[src/rtl/crcdma_pkg.sv]
// Constants and types shared by the CRC generator and its pointer registers.
package crcdma_pkg;
   localparam int          NCH            = 2;
   localparam int          CHW            = 1;
   localparam int          AXW            = 12;
   localparam int          FIFO_DEPTH     = 32;
   localparam logic [11:0] OFF_CTRL       = 12'h000;
   localparam logic [11:0] OFF_DATA       = 12'h010;
   localparam logic [11:0] OFF_TAPS       = 12'h020;
   localparam logic [11:0] OFF_PTR        = 12'h040;
   localparam int          PTR_DST_BIT    = 2;
   localparam int          PTR_CH_LSB     = 3;
   localparam logic [1:0]  OP_WRITE       = 2'h0;
   localparam logic [1:0]  OP_CLR         = 2'h1;
   localparam logic [1:0]  OP_SET         = 2'h2;
   localparam logic [1:0]  OP_INV         = 2'h3;
   localparam int          CTRL_TYPE_BIT  = 15;
   localparam int          CTRL_POLYNOMIAL_LENGTH_FIELD_LSB  = 8;
   localparam int          CTRL_EN_BIT    = 7;
   localparam int          CTRL_APP_BIT   = 6;
   localparam logic [31:0] CTRL_MASK      = 32'h0000_9fc0;
   localparam logic [31:0] CTRL_RESET     = 32'h0000_0000;
   localparam logic [31:0] VALUE_RESET    = 32'h0000_0000;
   localparam logic [31:0] TAPS_RESET     = 32'h0000_0000;
   localparam logic [15:0] PTR_RESET      = 16'h0000;
   localparam logic [1:0]  RESP_OKAY      = 2'h0;
   localparam logic [1:0]  RESP_SLVERR    = 2'h2;

   typedef struct packed {
      logic [CHW-1:0] ch;
      logic [7:0]     data;
   } crcdma_beat_t;
endpackage

[src/rtl/crcdma_top.sv]
// CRC generator, channel byte pointers, AXI4-Lite register slave and input FIFO.
`timescale 1ns/1ps
module crcdma_fifo
   import crcdma_pkg::*;
#(
   parameter int W = 9,
   parameter int D = 32
) (
   // Clock, reset and enable.
   input  wire logic         aclk,
   input  wire logic         aresetn,
   input  wire logic         ce,
   // Filling side.
   input  wire logic         in_valid,
   output logic              in_ready,
   input  wire logic [W-1:0] in_data,
   // Draining side.
   output logic              out_valid,
   input  wire logic         out_ready,
   output logic [W-1:0]      out_data
);
   localparam int AW = $clog2(D);
   logic [W-1:0]  mem [D];
   logic [AW-1:0] wp_q;
   logic [AW-1:0] rp_q;
   logic [AW:0]   cnt_q;
   logic [AW:0]   cnt_d;
   logic          full_q;
   logic          nfull_q;
   logic          empty_q;
   wire           push = ce && in_valid && !full_q;
   wire           pop  = ce && out_ready && !empty_q;

   assign cnt_d     = cnt_q + (AW+1)'(push) - (AW+1)'(pop);
   // Not-full has a flop of its own so that in_ready leaves the block straight from a register.
   assign in_ready  = nfull_q;
   assign out_valid = !empty_q;
   assign out_data  = mem[rp_q];

   always_ff @(posedge aclk) begin
      if (push) begin
         mem[wp_q] <= in_data;
      end
   end

   always_ff @(posedge aclk) begin
      if (!aresetn) begin
         wp_q    <= '0;
         rp_q    <= '0;
         cnt_q   <= '0;
         full_q  <= 1'b0;
         nfull_q <= 1'b1;
         empty_q <= 1'b1;
      end else if (ce) begin
         wp_q    <= wp_q + AW'(push);
         rp_q    <= rp_q + AW'(pop);
         cnt_q   <= cnt_d;
         full_q  <= (cnt_d == (AW+1)'(D));
         nfull_q <= (cnt_d != (AW+1)'(D));
         empty_q <= (cnt_d == '0);
      end
   end
endmodule

module crcdma_top
   import crcdma_pkg::*;
(
   // Clock, reset and enable.
   input  wire logic           aclk,
   input  wire logic           aresetn,
   input  wire logic           ce,
   // AXI4-Lite write channels.
   input  wire logic [AXW-1:0] s_awaddr,
   input  wire logic           s_awvalid,
   output logic                s_awready,
   input  wire logic [31:0]    s_wdata,
   input  wire logic [3:0]     s_wstrb,
   input  wire logic           s_wvalid,
   output logic                s_wready,
   output logic [1:0]          s_bresp,
   output logic                s_bvalid,
   input  wire logic           s_bready,
   // AXI4-Lite read channels.
   input  wire logic [AXW-1:0] s_araddr,
   input  wire logic           s_arvalid,
   output logic                s_arready,
   output logic [31:0]         s_rdata,
   output logic [1:0]          s_rresp,
   output logic                s_rvalid,
   input  wire logic           s_rready,
   // Channel byte stream.
   input  wire logic           in_valid,
   output logic                in_ready,
   input  crcdma_beat_t        in_beat,
   input  wire logic [NCH-1:0] chan_start,
   input  wire logic [NCH-1:0] chan_pattern
);
   function automatic logic [31:0] alias_apply(input logic [1:0] op, input logic [31:0] old,
                                               input logic [31:0] wd, input logic [3:0] strb);
      logic [31:0] m;
      m = {{8{strb[3]}}, {8{strb[2]}}, {8{strb[1]}}, {8{strb[0]}}} & wd;
      case (op)
         OP_CLR:  alias_apply = old & ~m;
         OP_SET:  alias_apply = old | m;
         OP_INV:  alias_apply = old ^ m;
         default: alias_apply = (old & ~{{8{strb[3]}}, {8{strb[2]}}, {8{strb[1]}}, {8{strb[0]}}}) | m;
      endcase
   endfunction

   function automatic logic [31:0] len_mask(input logic [4:0] pl);
      logic [32:0] one;
      one = 33'h1_0000_0001 & 33'h0_0000_0001;
      len_mask = 32'((one << (6'(pl) + 6'h1)) - 33'h1);
   endfunction

   // The whole byte is folded in one cycle, most significant bit first.
   function automatic logic [31:0] lfsr8(input logic [31:0] c, input logic [31:0] t,
                                         input logic [4:0] pl, input logic [7:0] b);
      logic [31:0] s;
      logic        fb;
      s = c;
      for (int k = 7; k >= 0; k--) begin
         fb = s[pl] ^ b[k];
         s  = ((s << 1) ^ (t & {32{fb}})) & len_mask(pl);
      end
      lfsr8 = s;
   endfunction

   function automatic logic [15:0] ip_add(input logic [15:0] c, input logic [7:0] b,
                                          input logic hi);
      logic [16:0] s;
      s = {1'b0, c} + {1'b0, (hi ? {b, 8'h00} : {8'h00, b})};
      ip_add = s[15:0] + {15'h0, s[16]};
   endfunction

   logic [31:0]    ctrl_q;
   logic [31:0]    crc_q;
   logic [31:0]    taps_q;
   logic           ip_hi_q;
   logic [15:0]    sptr_q [NCH];
   logic [15:0]    dptr_q [NCH];
   logic           awready_q;
   logic           wready_q;
   logic           bvalid_q;
   logic [1:0]     bresp_q;
   logic           aw_got_q;
   logic           w_got_q;
   logic [AXW-1:0] awaddr_q;
   logic [31:0]    wdata_q;
   logic [3:0]     wstrb_q;
   logic           arready_q;
   logic           rvalid_q;
   logic [31:0]    rdata_q;
   logic [1:0]     rresp_q;
   logic           f_valid;
   logic           f_ready;
   crcdma_beat_t   f_beat;
   logic           fifo_in_ready;

   // Register decode and views.
   wire            ip_mode   = ctrl_q[CTRL_TYPE_BIT];
   wire [4:0]      poly_len  = ctrl_q[CTRL_POLYNOMIAL_LENGTH_FIELD_LSB +: 5];
   wire            crc_en    = ctrl_q[CTRL_EN_BIT];
   wire [31:0]     lmask     = len_mask(poly_len);
   wire [31:0]     data_view = ip_mode ? {16'h0, ~crc_q[15:0]} : (crc_q & lmask);
   wire [1:0]      wr_op     = awaddr_q[3:2];
   wire            wr_ctrl   = (awaddr_q[AXW-1:4] == OFF_CTRL[AXW-1:4]);
   wire            wr_data   = (awaddr_q[AXW-1:4] == OFF_DATA[AXW-1:4]);
   wire            wr_taps   = (awaddr_q[AXW-1:4] == OFF_TAPS[AXW-1:4]);
   wire            wr_hit    = wr_ctrl || wr_data || wr_taps;
   wire            wr_do     = ce && aw_got_q && w_got_q && !bvalid_q;
   wire [31:0]     ctrl_new  = alias_apply(wr_op, ctrl_q, wdata_q, wstrb_q) & CTRL_MASK;
   wire [31:0]     taps_new  = alias_apply(wr_op, taps_q, wdata_q, wstrb_q);
   wire [31:0]     data_new  = alias_apply(wr_op, data_view, wdata_q, wstrb_q);
   wire [31:0]     seed      = ip_mode ? {16'h0, ~data_new[15:0]} : (data_new & lmask);
   wire            seed_wr   = wr_do && wr_data;

   // A seed write stalls the engine for that cycle so no byte is lost under it.
   assign f_ready = crc_en && !seed_wr;
   wire            step      = ce && f_valid && f_ready;
   wire [31:0]     crc_next  = ip_mode ? {16'h0, ip_add(crc_q[15:0], f_beat.data, ip_hi_q)}
                                       : lfsr8(crc_q, taps_q, poly_len, f_beat.data);

   wire            aw_fire   = ce && s_awvalid && awready_q;
   wire            w_fire    = ce && s_wvalid && wready_q;
   wire            ar_fire   = ce && s_arvalid && arready_q;
   wire [CHW-1:0]  rd_ch     = s_araddr[PTR_CH_LSB +: CHW];
   wire            rd_ptr    = (s_araddr[AXW-1:PTR_CH_LSB+CHW] == OFF_PTR[AXW-1:PTR_CH_LSB+CHW]);
   wire [15:0]     rd_pval   = s_araddr[PTR_DST_BIT] ? dptr_q[rd_ch] : sptr_q[rd_ch];
   wire            rd_crc    = (s_araddr[AXW-1:4] == OFF_CTRL[AXW-1:4]) ||
                               (s_araddr[AXW-1:4] == OFF_DATA[AXW-1:4]) ||
                               (s_araddr[AXW-1:4] == OFF_TAPS[AXW-1:4]);
   wire [31:0]     rd_val    = rd_ptr ? {16'h0, rd_pval} :
                               (s_araddr[AXW-1:4] == OFF_CTRL[AXW-1:4]) ? ctrl_q :
                               (s_araddr[AXW-1:4] == OFF_DATA[AXW-1:4]) ? data_view :
                               (s_araddr[AXW-1:4] == OFF_TAPS[AXW-1:4]) ? taps_q : 32'h0;
   wire            push      = ce && in_valid && fifo_in_ready;

   assign s_awready = awready_q;
   assign s_wready  = wready_q;
   assign s_bvalid  = bvalid_q;
   assign s_bresp   = bresp_q;
   assign s_arready = arready_q;
   assign s_rvalid  = rvalid_q;
   assign s_rdata   = rdata_q;
   assign s_rresp   = rresp_q;
   assign in_ready  = fifo_in_ready;

   crcdma_fifo #(
      .W         ($bits(crcdma_beat_t)),
      .D         (FIFO_DEPTH)
   ) u_fifo (
      .aclk      (aclk),
      .aresetn   (aresetn),
      .ce        (ce),
      .in_valid  (in_valid),
      .in_ready  (fifo_in_ready),
      .in_data   (in_beat),
      .out_valid (f_valid),
      .out_ready (f_ready),
      .out_data  (f_beat)
   );

   // Write address and data are taken in either order; the response follows both.
   always_ff @(posedge aclk) begin
      if (!aresetn) begin
         awready_q <= 1'b1;
         wready_q  <= 1'b1;
         aw_got_q  <= 1'b0;
         w_got_q   <= 1'b0;
         bvalid_q  <= 1'b0;
         bresp_q   <= RESP_OKAY;
         awaddr_q  <= '0;
         wdata_q   <= 32'h0;
         wstrb_q   <= 4'h0;
      end else if (ce) begin
         if (aw_fire) begin
            awaddr_q  <= s_awaddr;
            aw_got_q  <= 1'b1;
            awready_q <= 1'b0;
         end
         if (w_fire) begin
            wdata_q  <= s_wdata;
            wstrb_q  <= s_wstrb;
            w_got_q  <= 1'b1;
            wready_q <= 1'b0;
         end
         if (wr_do) begin
            bvalid_q <= 1'b1;
            bresp_q  <= wr_hit ? RESP_OKAY : RESP_SLVERR;
         end
         if (bvalid_q && s_bready) begin
            bvalid_q  <= 1'b0;
            aw_got_q  <= 1'b0;
            w_got_q   <= 1'b0;
            awready_q <= 1'b1;
            wready_q  <= 1'b1;
         end
      end
   end

   always_ff @(posedge aclk) begin
      if (!aresetn) begin
         arready_q <= 1'b1;
         rvalid_q  <= 1'b0;
         rdata_q   <= 32'h0;
         rresp_q   <= RESP_OKAY;
      end else if (ce) begin
         if (ar_fire) begin
            arready_q <= 1'b0;
            rvalid_q  <= 1'b1;
            rdata_q   <= rd_val;
            rresp_q   <= (rd_ptr || rd_crc) ? RESP_OKAY : RESP_SLVERR;
         end else if (rvalid_q && s_rready) begin
            rvalid_q  <= 1'b0;
            arready_q <= 1'b1;
         end
      end
   end

   // A seed write to the data register wins over an engine step in the same cycle; control and taps writes let the step run.
   always_ff @(posedge aclk) begin
      if (!aresetn) begin
         ctrl_q  <= CTRL_RESET;
         crc_q   <= VALUE_RESET;
         taps_q  <= TAPS_RESET;
         ip_hi_q <= 1'b1;
      end else if (ce) begin
         if (wr_do && wr_ctrl) begin
            ctrl_q <= ctrl_new;
         end
         if (wr_do && wr_taps) begin
            taps_q <= taps_new;
         end
         if (seed_wr) begin
            crc_q   <= seed;
            ip_hi_q <= 1'b1;
         end else if (step) begin
            crc_q   <= crc_next;
            ip_hi_q <= ip_mode ? !ip_hi_q : 1'b1;
         end
      end
   end

   // Clearing on a pattern hit or a start beats the count of the same cycle.
   always_ff @(posedge aclk) begin
      if (!aresetn) begin
         for (int c = 0; c < NCH; c++) begin
            sptr_q[c] <= PTR_RESET;
            dptr_q[c] <= PTR_RESET;
         end
      end else if (ce) begin
         for (int c = 0; c < NCH; c++) begin
            if (chan_start[c]) begin
               sptr_q[c] <= PTR_RESET;
               dptr_q[c] <= PTR_RESET;
            end else begin
               if (chan_pattern[c]) begin
                  sptr_q[c] <= PTR_RESET;
               end else if (push && in_beat.ch == CHW'(c)) begin
                  sptr_q[c] <= sptr_q[c] + 16'h1;
               end
               if (push && in_beat.ch == CHW'(c)) begin
                  dptr_q[c] <= dptr_q[c] + 16'h1;
               end
            end
         end
      end
   end
endmodule

[config.mk]
export PLATFORM = sky130hd
export DESIGN_NAME = crcdma_top
export DESIGN_NICKNAME = d
export VERILOG_FILES = /design/src/rtl/crcdma_pkg.sv /design/src/rtl/crcdma_top.sv
export SDC_FILE = /design/constraint.sdc
export NUM_CORES = 2
export LEC_CHECK = 0
export BUFFER_PORTS_ARGS = -buffer_cell sky130_fd_sc_hd__buf_4
export CAP_MARGIN = 20
export CORE_ASPECT_RATIO = 0.5
export CORE_UTILIZATION = 40
export DETAILED_ROUTE_END_ITERATION = 7
export GPL_TIMING_DRIVEN = 0
export PLACE_DENSITY_LB_ADDON = 0.25
export SYNTH_ARGS = -nofsm -noshare
export SYNTH_HDL_FRONTEND = slang
export SYNTH_SLANG_ARGS = --single-unit
[constraint.sdc]
create_clock -name aclk -period 17.2 [get_ports aclk]
set_clock_uncertainty 0.05 [all_clocks]
set_input_delay 1.72 -clock aclk [delete_from_list [all_inputs] [get_ports aclk]]
set_output_delay 1.72 -clock aclk [all_outputs]
set_load 0.02 [all_outputs]
Word-level counts from Yosys, hierarchy flattened
Memory sizes are Yosys's and may differ from the RTL's. A register that Yosys moved wholly into a read port is not among the register bits.
Index checks and enable logic that the tools add are counted.
{"block": "op_classes", "muxes": 102, "magnitude_cmp": 1, "n_reduce_logical": 53, "bitwise": 65, "addsub": 12, "shifts": 1, "eq_ne": 10}
{"op": "AND 32 bit", "count": 23}
{"op": "bitwise XOR 32 bit", "count": 10}
{"op": "2-to-1 mux 32 bit", "count": 9}
{"op": "2-to-1 mux 16 bit", "count": 12}
{"op": "case mux 32 bit (3 select lines)", "count": 2}
{"op": "bitwise OR 32 bit", "count": 4}
{"op": "2-to-1 mux 1 bit", "count": 66}
{"op": "adder 16 x 1 -> 16 bit, second input constant", "count": 4}
{"op": "NOT 32 bit", "count": 2}
{"op": "case mux 16 bit (3 select lines)", "count": 1}
{"op": "binary-select mux 1 bit (select 5 bit)", "count": 8}
{"op": "AND 16 bit", "count": 2}
{"op": "NOT 16 bit", "count": 2}
{"op": "bitwise OR 16 bit", "count": 2}
{"op": "<< shifter 1 x 6 -> 32 bit, first input constant", "count": 1}
{"op": "subtractor 32 x 1 -> 32 bit, second input constant", "count": 1}
{"op": "logical AND 1 bit", "count": 24}
{"op": "AND reduction 2 bit", "count": 11}
{"op": "adder 16 x 16 -> 17 bit", "count": 1}
{"op": "adder 16 x 1 -> 16 bit", "count": 1}
{"op": "== test 8 x 1 -> 1 bit, second input constant", "count": 2}
{"op": "== test 8 x 2 -> 1 bit, second input constant", "count": 2}
{"op": "logical NOT 8 bit", "count": 2}
{"op": "bitwise XOR 16 bit", "count": 1}
{"op": "other kinds (19)", "count": 51}
{"block": "word_totals", "input_bits": 82, "ff_bits": 183, "elab_cells": 270, "memories": 3, "out_inout_bits": 42, "mem_bits_rw": 352}
{"memory": "u_fifo.mem", "words": 32, "width": 9, "read_ports": 1, "rd_clocked_by_memory_dff": 1, "wr": 1, "line_no": "crcdma_top.sv:23", "source": "logic [W-1:0] mem [D];"}
{"memory": "dptr_q", "words": 2, "width": 16, "read_ports": 3, "rd_clocked_by_memory_dff": 0, "wr": 2, "line_no": "crcdma_top.sv:141", "source": "logic [15:0] dptr_q [NCH];"}
{"memory": "sptr_q", "words": 2, "width": 16, "read_ports": 3, "rd_clocked_by_memory_dff": 0, "wr": 2, "line_no": "crcdma_top.sv:140", "source": "logic [15:0] sptr_q [NCH];"}

Logic depth before layout (Yosys ltp)
{"block": "logic_depth", "depth_word": 51, "mapped_depth": 64, "ltp_nobuf": 50}

Cells and area by module
From an unflattened synthesis, not the netlist that was laid out.
{"block": "unflattened", "cells_unflattened": 4256, "area_unflattened_um2": 38664.6}
{"module": "crcdma_top", "cells_per_inst": 3682, "n_inst": 1, "seq_area_each_um2": 5124.9, "area_each_um2": 26384.1}
{"module": "crcdma_fifo", "cells_per_inst": 574, "n_inst": 1, "seq_area_each_um2": 9128.8, "area_each_um2": 12280.5}

Worst setup path after synthesis
Ideal clock, no wire load.
{"block": "synth_timing", "path_kind": "register to register", "startpoint": "register (tool-made name)", "endpoint": "register crc_q[29]", "stages_incl_launch_ff": 57, "setup_time_ps": 91, "required_time_ps": 17059, "t_arrival_ps": 12354, "synth_period_minus_slack_ps": 12495, "path_slack_ps": 4705, "n_path_buf": 13, "cell_sequence": "dfxtp_1 -> buf_4 -> buf_4 -> nor2_1 -> clkbuf_1 -> nand2_1 -> ha_1 -> clkbuf_1 -> clkbuf_1 -> clkbuf_1 -> o21ai_0 -> o31ai_1 -> nand2_1 -> o2111ai_1 -> o31ai_1 -> o22a_1 -> and3_1 -> buf_4 -> [21 not listed] -> xnor2_1 -> a221oi_1 -> o32a_2 -> nand3_1 -> a21boi_1 -> o211a_1 -> or4b_1 -> a32o_1 -> o31ai_4 -> nand2_2 -> a221oi_1 -> o211ai_1 -> o211a_4 -> nor4_4 -> buf_4 -> nand2_1 -> a2111o_1 -> a311oi_1"}
{"item": "end signal: assignment", "line_no": "crcdma_top.sv:299", "source": "crc_q <= crc_next;"}
{"item": "end: declaration", "line_no": "crcdma_top.sv:137", "source": "logic [31:0] crc_q;"}

==> summary.txt <==
DR vias - 39800
CTS Buf Count - 53
Sinks on Clock Net - 504
Register area - 13300 um^2
Status - complete, no violations
Final hold violation count - 0
R2R setup slack - 0.04 ns
DR pass1 iterations - 7
Setup ws final - 0.0434 ns
Number of flops mapped to enable cells by yosys - 320
Achievable Freq - 58.3 MHz
Yosys cell types - 124
Port Buffers - 114
Slew of the pin with the lowest slew margin - 1.29 ns
CP most frequent cell - buf_4
Period utilization - 0.997
Non-Filler Instances - 6013
Total gr overflow - 0
CP Data Required Time - 17.73 ns
Routability congestion estimate from global placement - 1.07
Hold Crit Class - reg2reg
Io pins - 124
Clock Latency Late Sink - 0.65 ns
Post-Syn Area - 38600 um^2
Longest Clk Path Bufs - 3
Die ar. - 97900 um^2
Initial Utilization - 0.405
Row count - 80
Syn-to-layout area delta - 13.3%
H-tree lvl count - 2
Worst-case vdd ir drop - 0.0948 mV
CP Class - reg2reg
First-pass GRT wire length - 275 mm
Die Width - 441 um
DR WL/cell - 33.2 um
Antenna Nets Post-Route - 0
Largest net degree at the start of global routing - 33
Syn Inst Count - 4483
Power Density - 64.9 nW/um^2
Layout fillers - 9413
Max Cap Violations - 0
Hold_buf cts - 0
Worst-path clk slew - 0.07 ns
Vias in the first global route - 36400
Placed cell count - 5885
Worst path max stage delay - 0.65 ns
Yosys reg bits - 504
Final TNS setup - 0 ns
DRC - 0
Starting DRT DRC Count - 6356
Final wirelength - 199 mm
CP Launch Type - flip-flop
Post-DP Area - 41300 um^2
Final Setup Violations - 0
Worst-path fanout max - 10
Final slew viol count - 0
Worst path slowest cell - a21oi_2
Worst hold margin - 0.403 ns
CP Data Arrival Time - 17.69 ns
Layout cell share with drive strength beyond 1 - 0.120
Post-synthesis async set-or-reset flop share - 0
Setup crit end kind - flip-flop
Via/cell ratio - 6.62
Pre-CTS setup slack - -3.55 ns
Synth Flop Type - edfxtp_1
Syn avg cell area - 8.62 um^2
Register area share after synthesis - 0.344
Antenna violations before repair - 5
DP HPWL - 158 mm
CTS tree - yes
Final nets - 4889
Clock Tree Root - clkbuf_16
Tmin final - 17.16 ns
Multi-input logic area - 24000 um^2
LEAKAGE - 14.2 nW
Unrepaired setup endpoints after global routing - false
Yosys warning count - 0
Slew HR - 0.140
Die Ht - 222 um
Overall routing resource usage - 0.394
Post-route design area - 43800 um^2
Core Area - 95500 um^2
==> area by class of cell <==
cell class / instances / share of cell area
Tap cell: 1271 / 0.0363
Inverter: 87 / 0.00755
Clock buffer: 73 / 0.0341
Timing Repair Buffer: 155 / 0.0284
Antenna cell: 5 / 0.000286
Sequential cell: 504 / 0.304
Clock inverter: 27 / 0.00763
Buffer: 336 / 0.0332
Multi-Input combinational cell: 3555 / 0.549
==> cell usage in the layout (no fill, tap or decap), types with 31 or more instances in the layout <==
master and instances:
and3_1 71, a211oi_1 59, and2_1 38, buf_2 37, a21oi_1 292, clkbuf_1 252, buf_4 161, xnor2_1 149
o21a_1 32, a22oi_1 37, nor2_1 543, edfxtp_1 320, ha_1 112, inv_1 83, nand3_1 136, o21ai_0 206
clkbuf_16 55, o21ai_1 31, mux4_2 97, dfxtp_1 184, nand2_1 657, nand4_1 38, a221oi_1 83, nor3_1 87
mux2i_1 149, xor2_1 113
==> critical path: cells and delay by family (launching register included) <==
kind | cells | cell delay, ns
AOI/OAI and AO/OA | 22 | 7.45
buffers and inverters | 15 | 3.83
and+or+nand+nor | 13 | 3.51
xor gates and xnor gates | 4 | 1.40
muxes | 2 | 0.45
DFF | 1 | 0.33
==> repair_timing <==
action | in CTS | in global routing
pin swaps | 8 | 4
setup buffers | 10 | 5
setup endpoints to repair | 32 | 32
gates cloned | 0 | 0
resized for setup | 54 | 41
==> state kept, by name (all words and copies together) (netlist names), 6 cells and up, named ones only <==
signal and count:
u_fifo.mem 256, awaddr_q 10, sptr_q 32, crc_q 32, u_fifo.cnt_q 6, s_rdata 32, wdata_q 32, taps_q 32
dptr_q 32
==> cells by family (layout without fill, tap and decap cells) <==
kind of cell,count (synthesis),in the layout,synth area share
buf+inv,425,678,0.0457
compound gates,1144,1144,0.205
other cells,2,8,0.000194
fa+ha+maj,115,115,0.0376
flops,504,504,0.344
mux,276,276,0.104
simple gates,1744,1744,0.200
xor+xnor,273,273,0.0625
==> cell usage after synthesis (all sizes together), types with 84 or more instances <==
cell      n  share of area
nor2    552          0.054
nor3     93          0.013
xor2    116          0.026
xnor2   157          0.036
mux4     98          0.057
buf      88          0.013
clkbuf  250          0.024
o21ai   243          0.032
a21oi   297          0.039
dfxtp   184          0.095
mux2i   155          0.040
ha      113          0.037
inv      84         0.0082
edfxtp  320           0.25
a221oi   88          0.020
nand2   666          0.065
nand3   138          0.018
==> routing by layer <==
metal | up-vias | wire length, um | global-route usage
li1 | 17000 | - | -
met4 | 6 | 8880 | 0.150
met3 | 444 | 26100 | 0.104
met1 | 19600 | 83100 | 0.567
met2 | 2810 | 81100 | 0.561
met5 | - | 48 | 0
==> power by group <==
part,total [W],internal (W),switching (W)
sequential,0.00133,0.00131,0.0000239
clock,0.00122,0.000690,0.000529
combinational,0.000289,0.0000882,0.000200
total,0.00284,0.00209,0.000753
==> final timing paths <==
check	end	startpoint	cells after the start
hold reg to reg	awaddr_q[10]$_SDFFE_PN0P_	awaddr_q[10]$_SDFFE_PN0P_	2
hold / removal	awaddr_q[10]$_SDFFE_PN0P_	awaddr_q[10]$_SDFFE_PN0P_	2
setup / recovery	crc_q[0]$_SDFFE_PN0P_	flip-flop	56
setup reg to reg	crc_q[0]$_SDFFE_PN0P_	flip-flop	56
==> per-stage QoR <==
| step | total power (W) | utilization |
|---|---|---|
| global route | 0.00290 | 0.458 |
| global placement | 0.00162 | 0.430 |
| detailed placement | 0.00163 | 0.432 |
| CTS | 0.00283 | 0.455 |
| finish | 0.00284 | 0.458 |
| floorplan | 0.00150 | - |
Note: power is estimated with default switching activity, not from simulation.
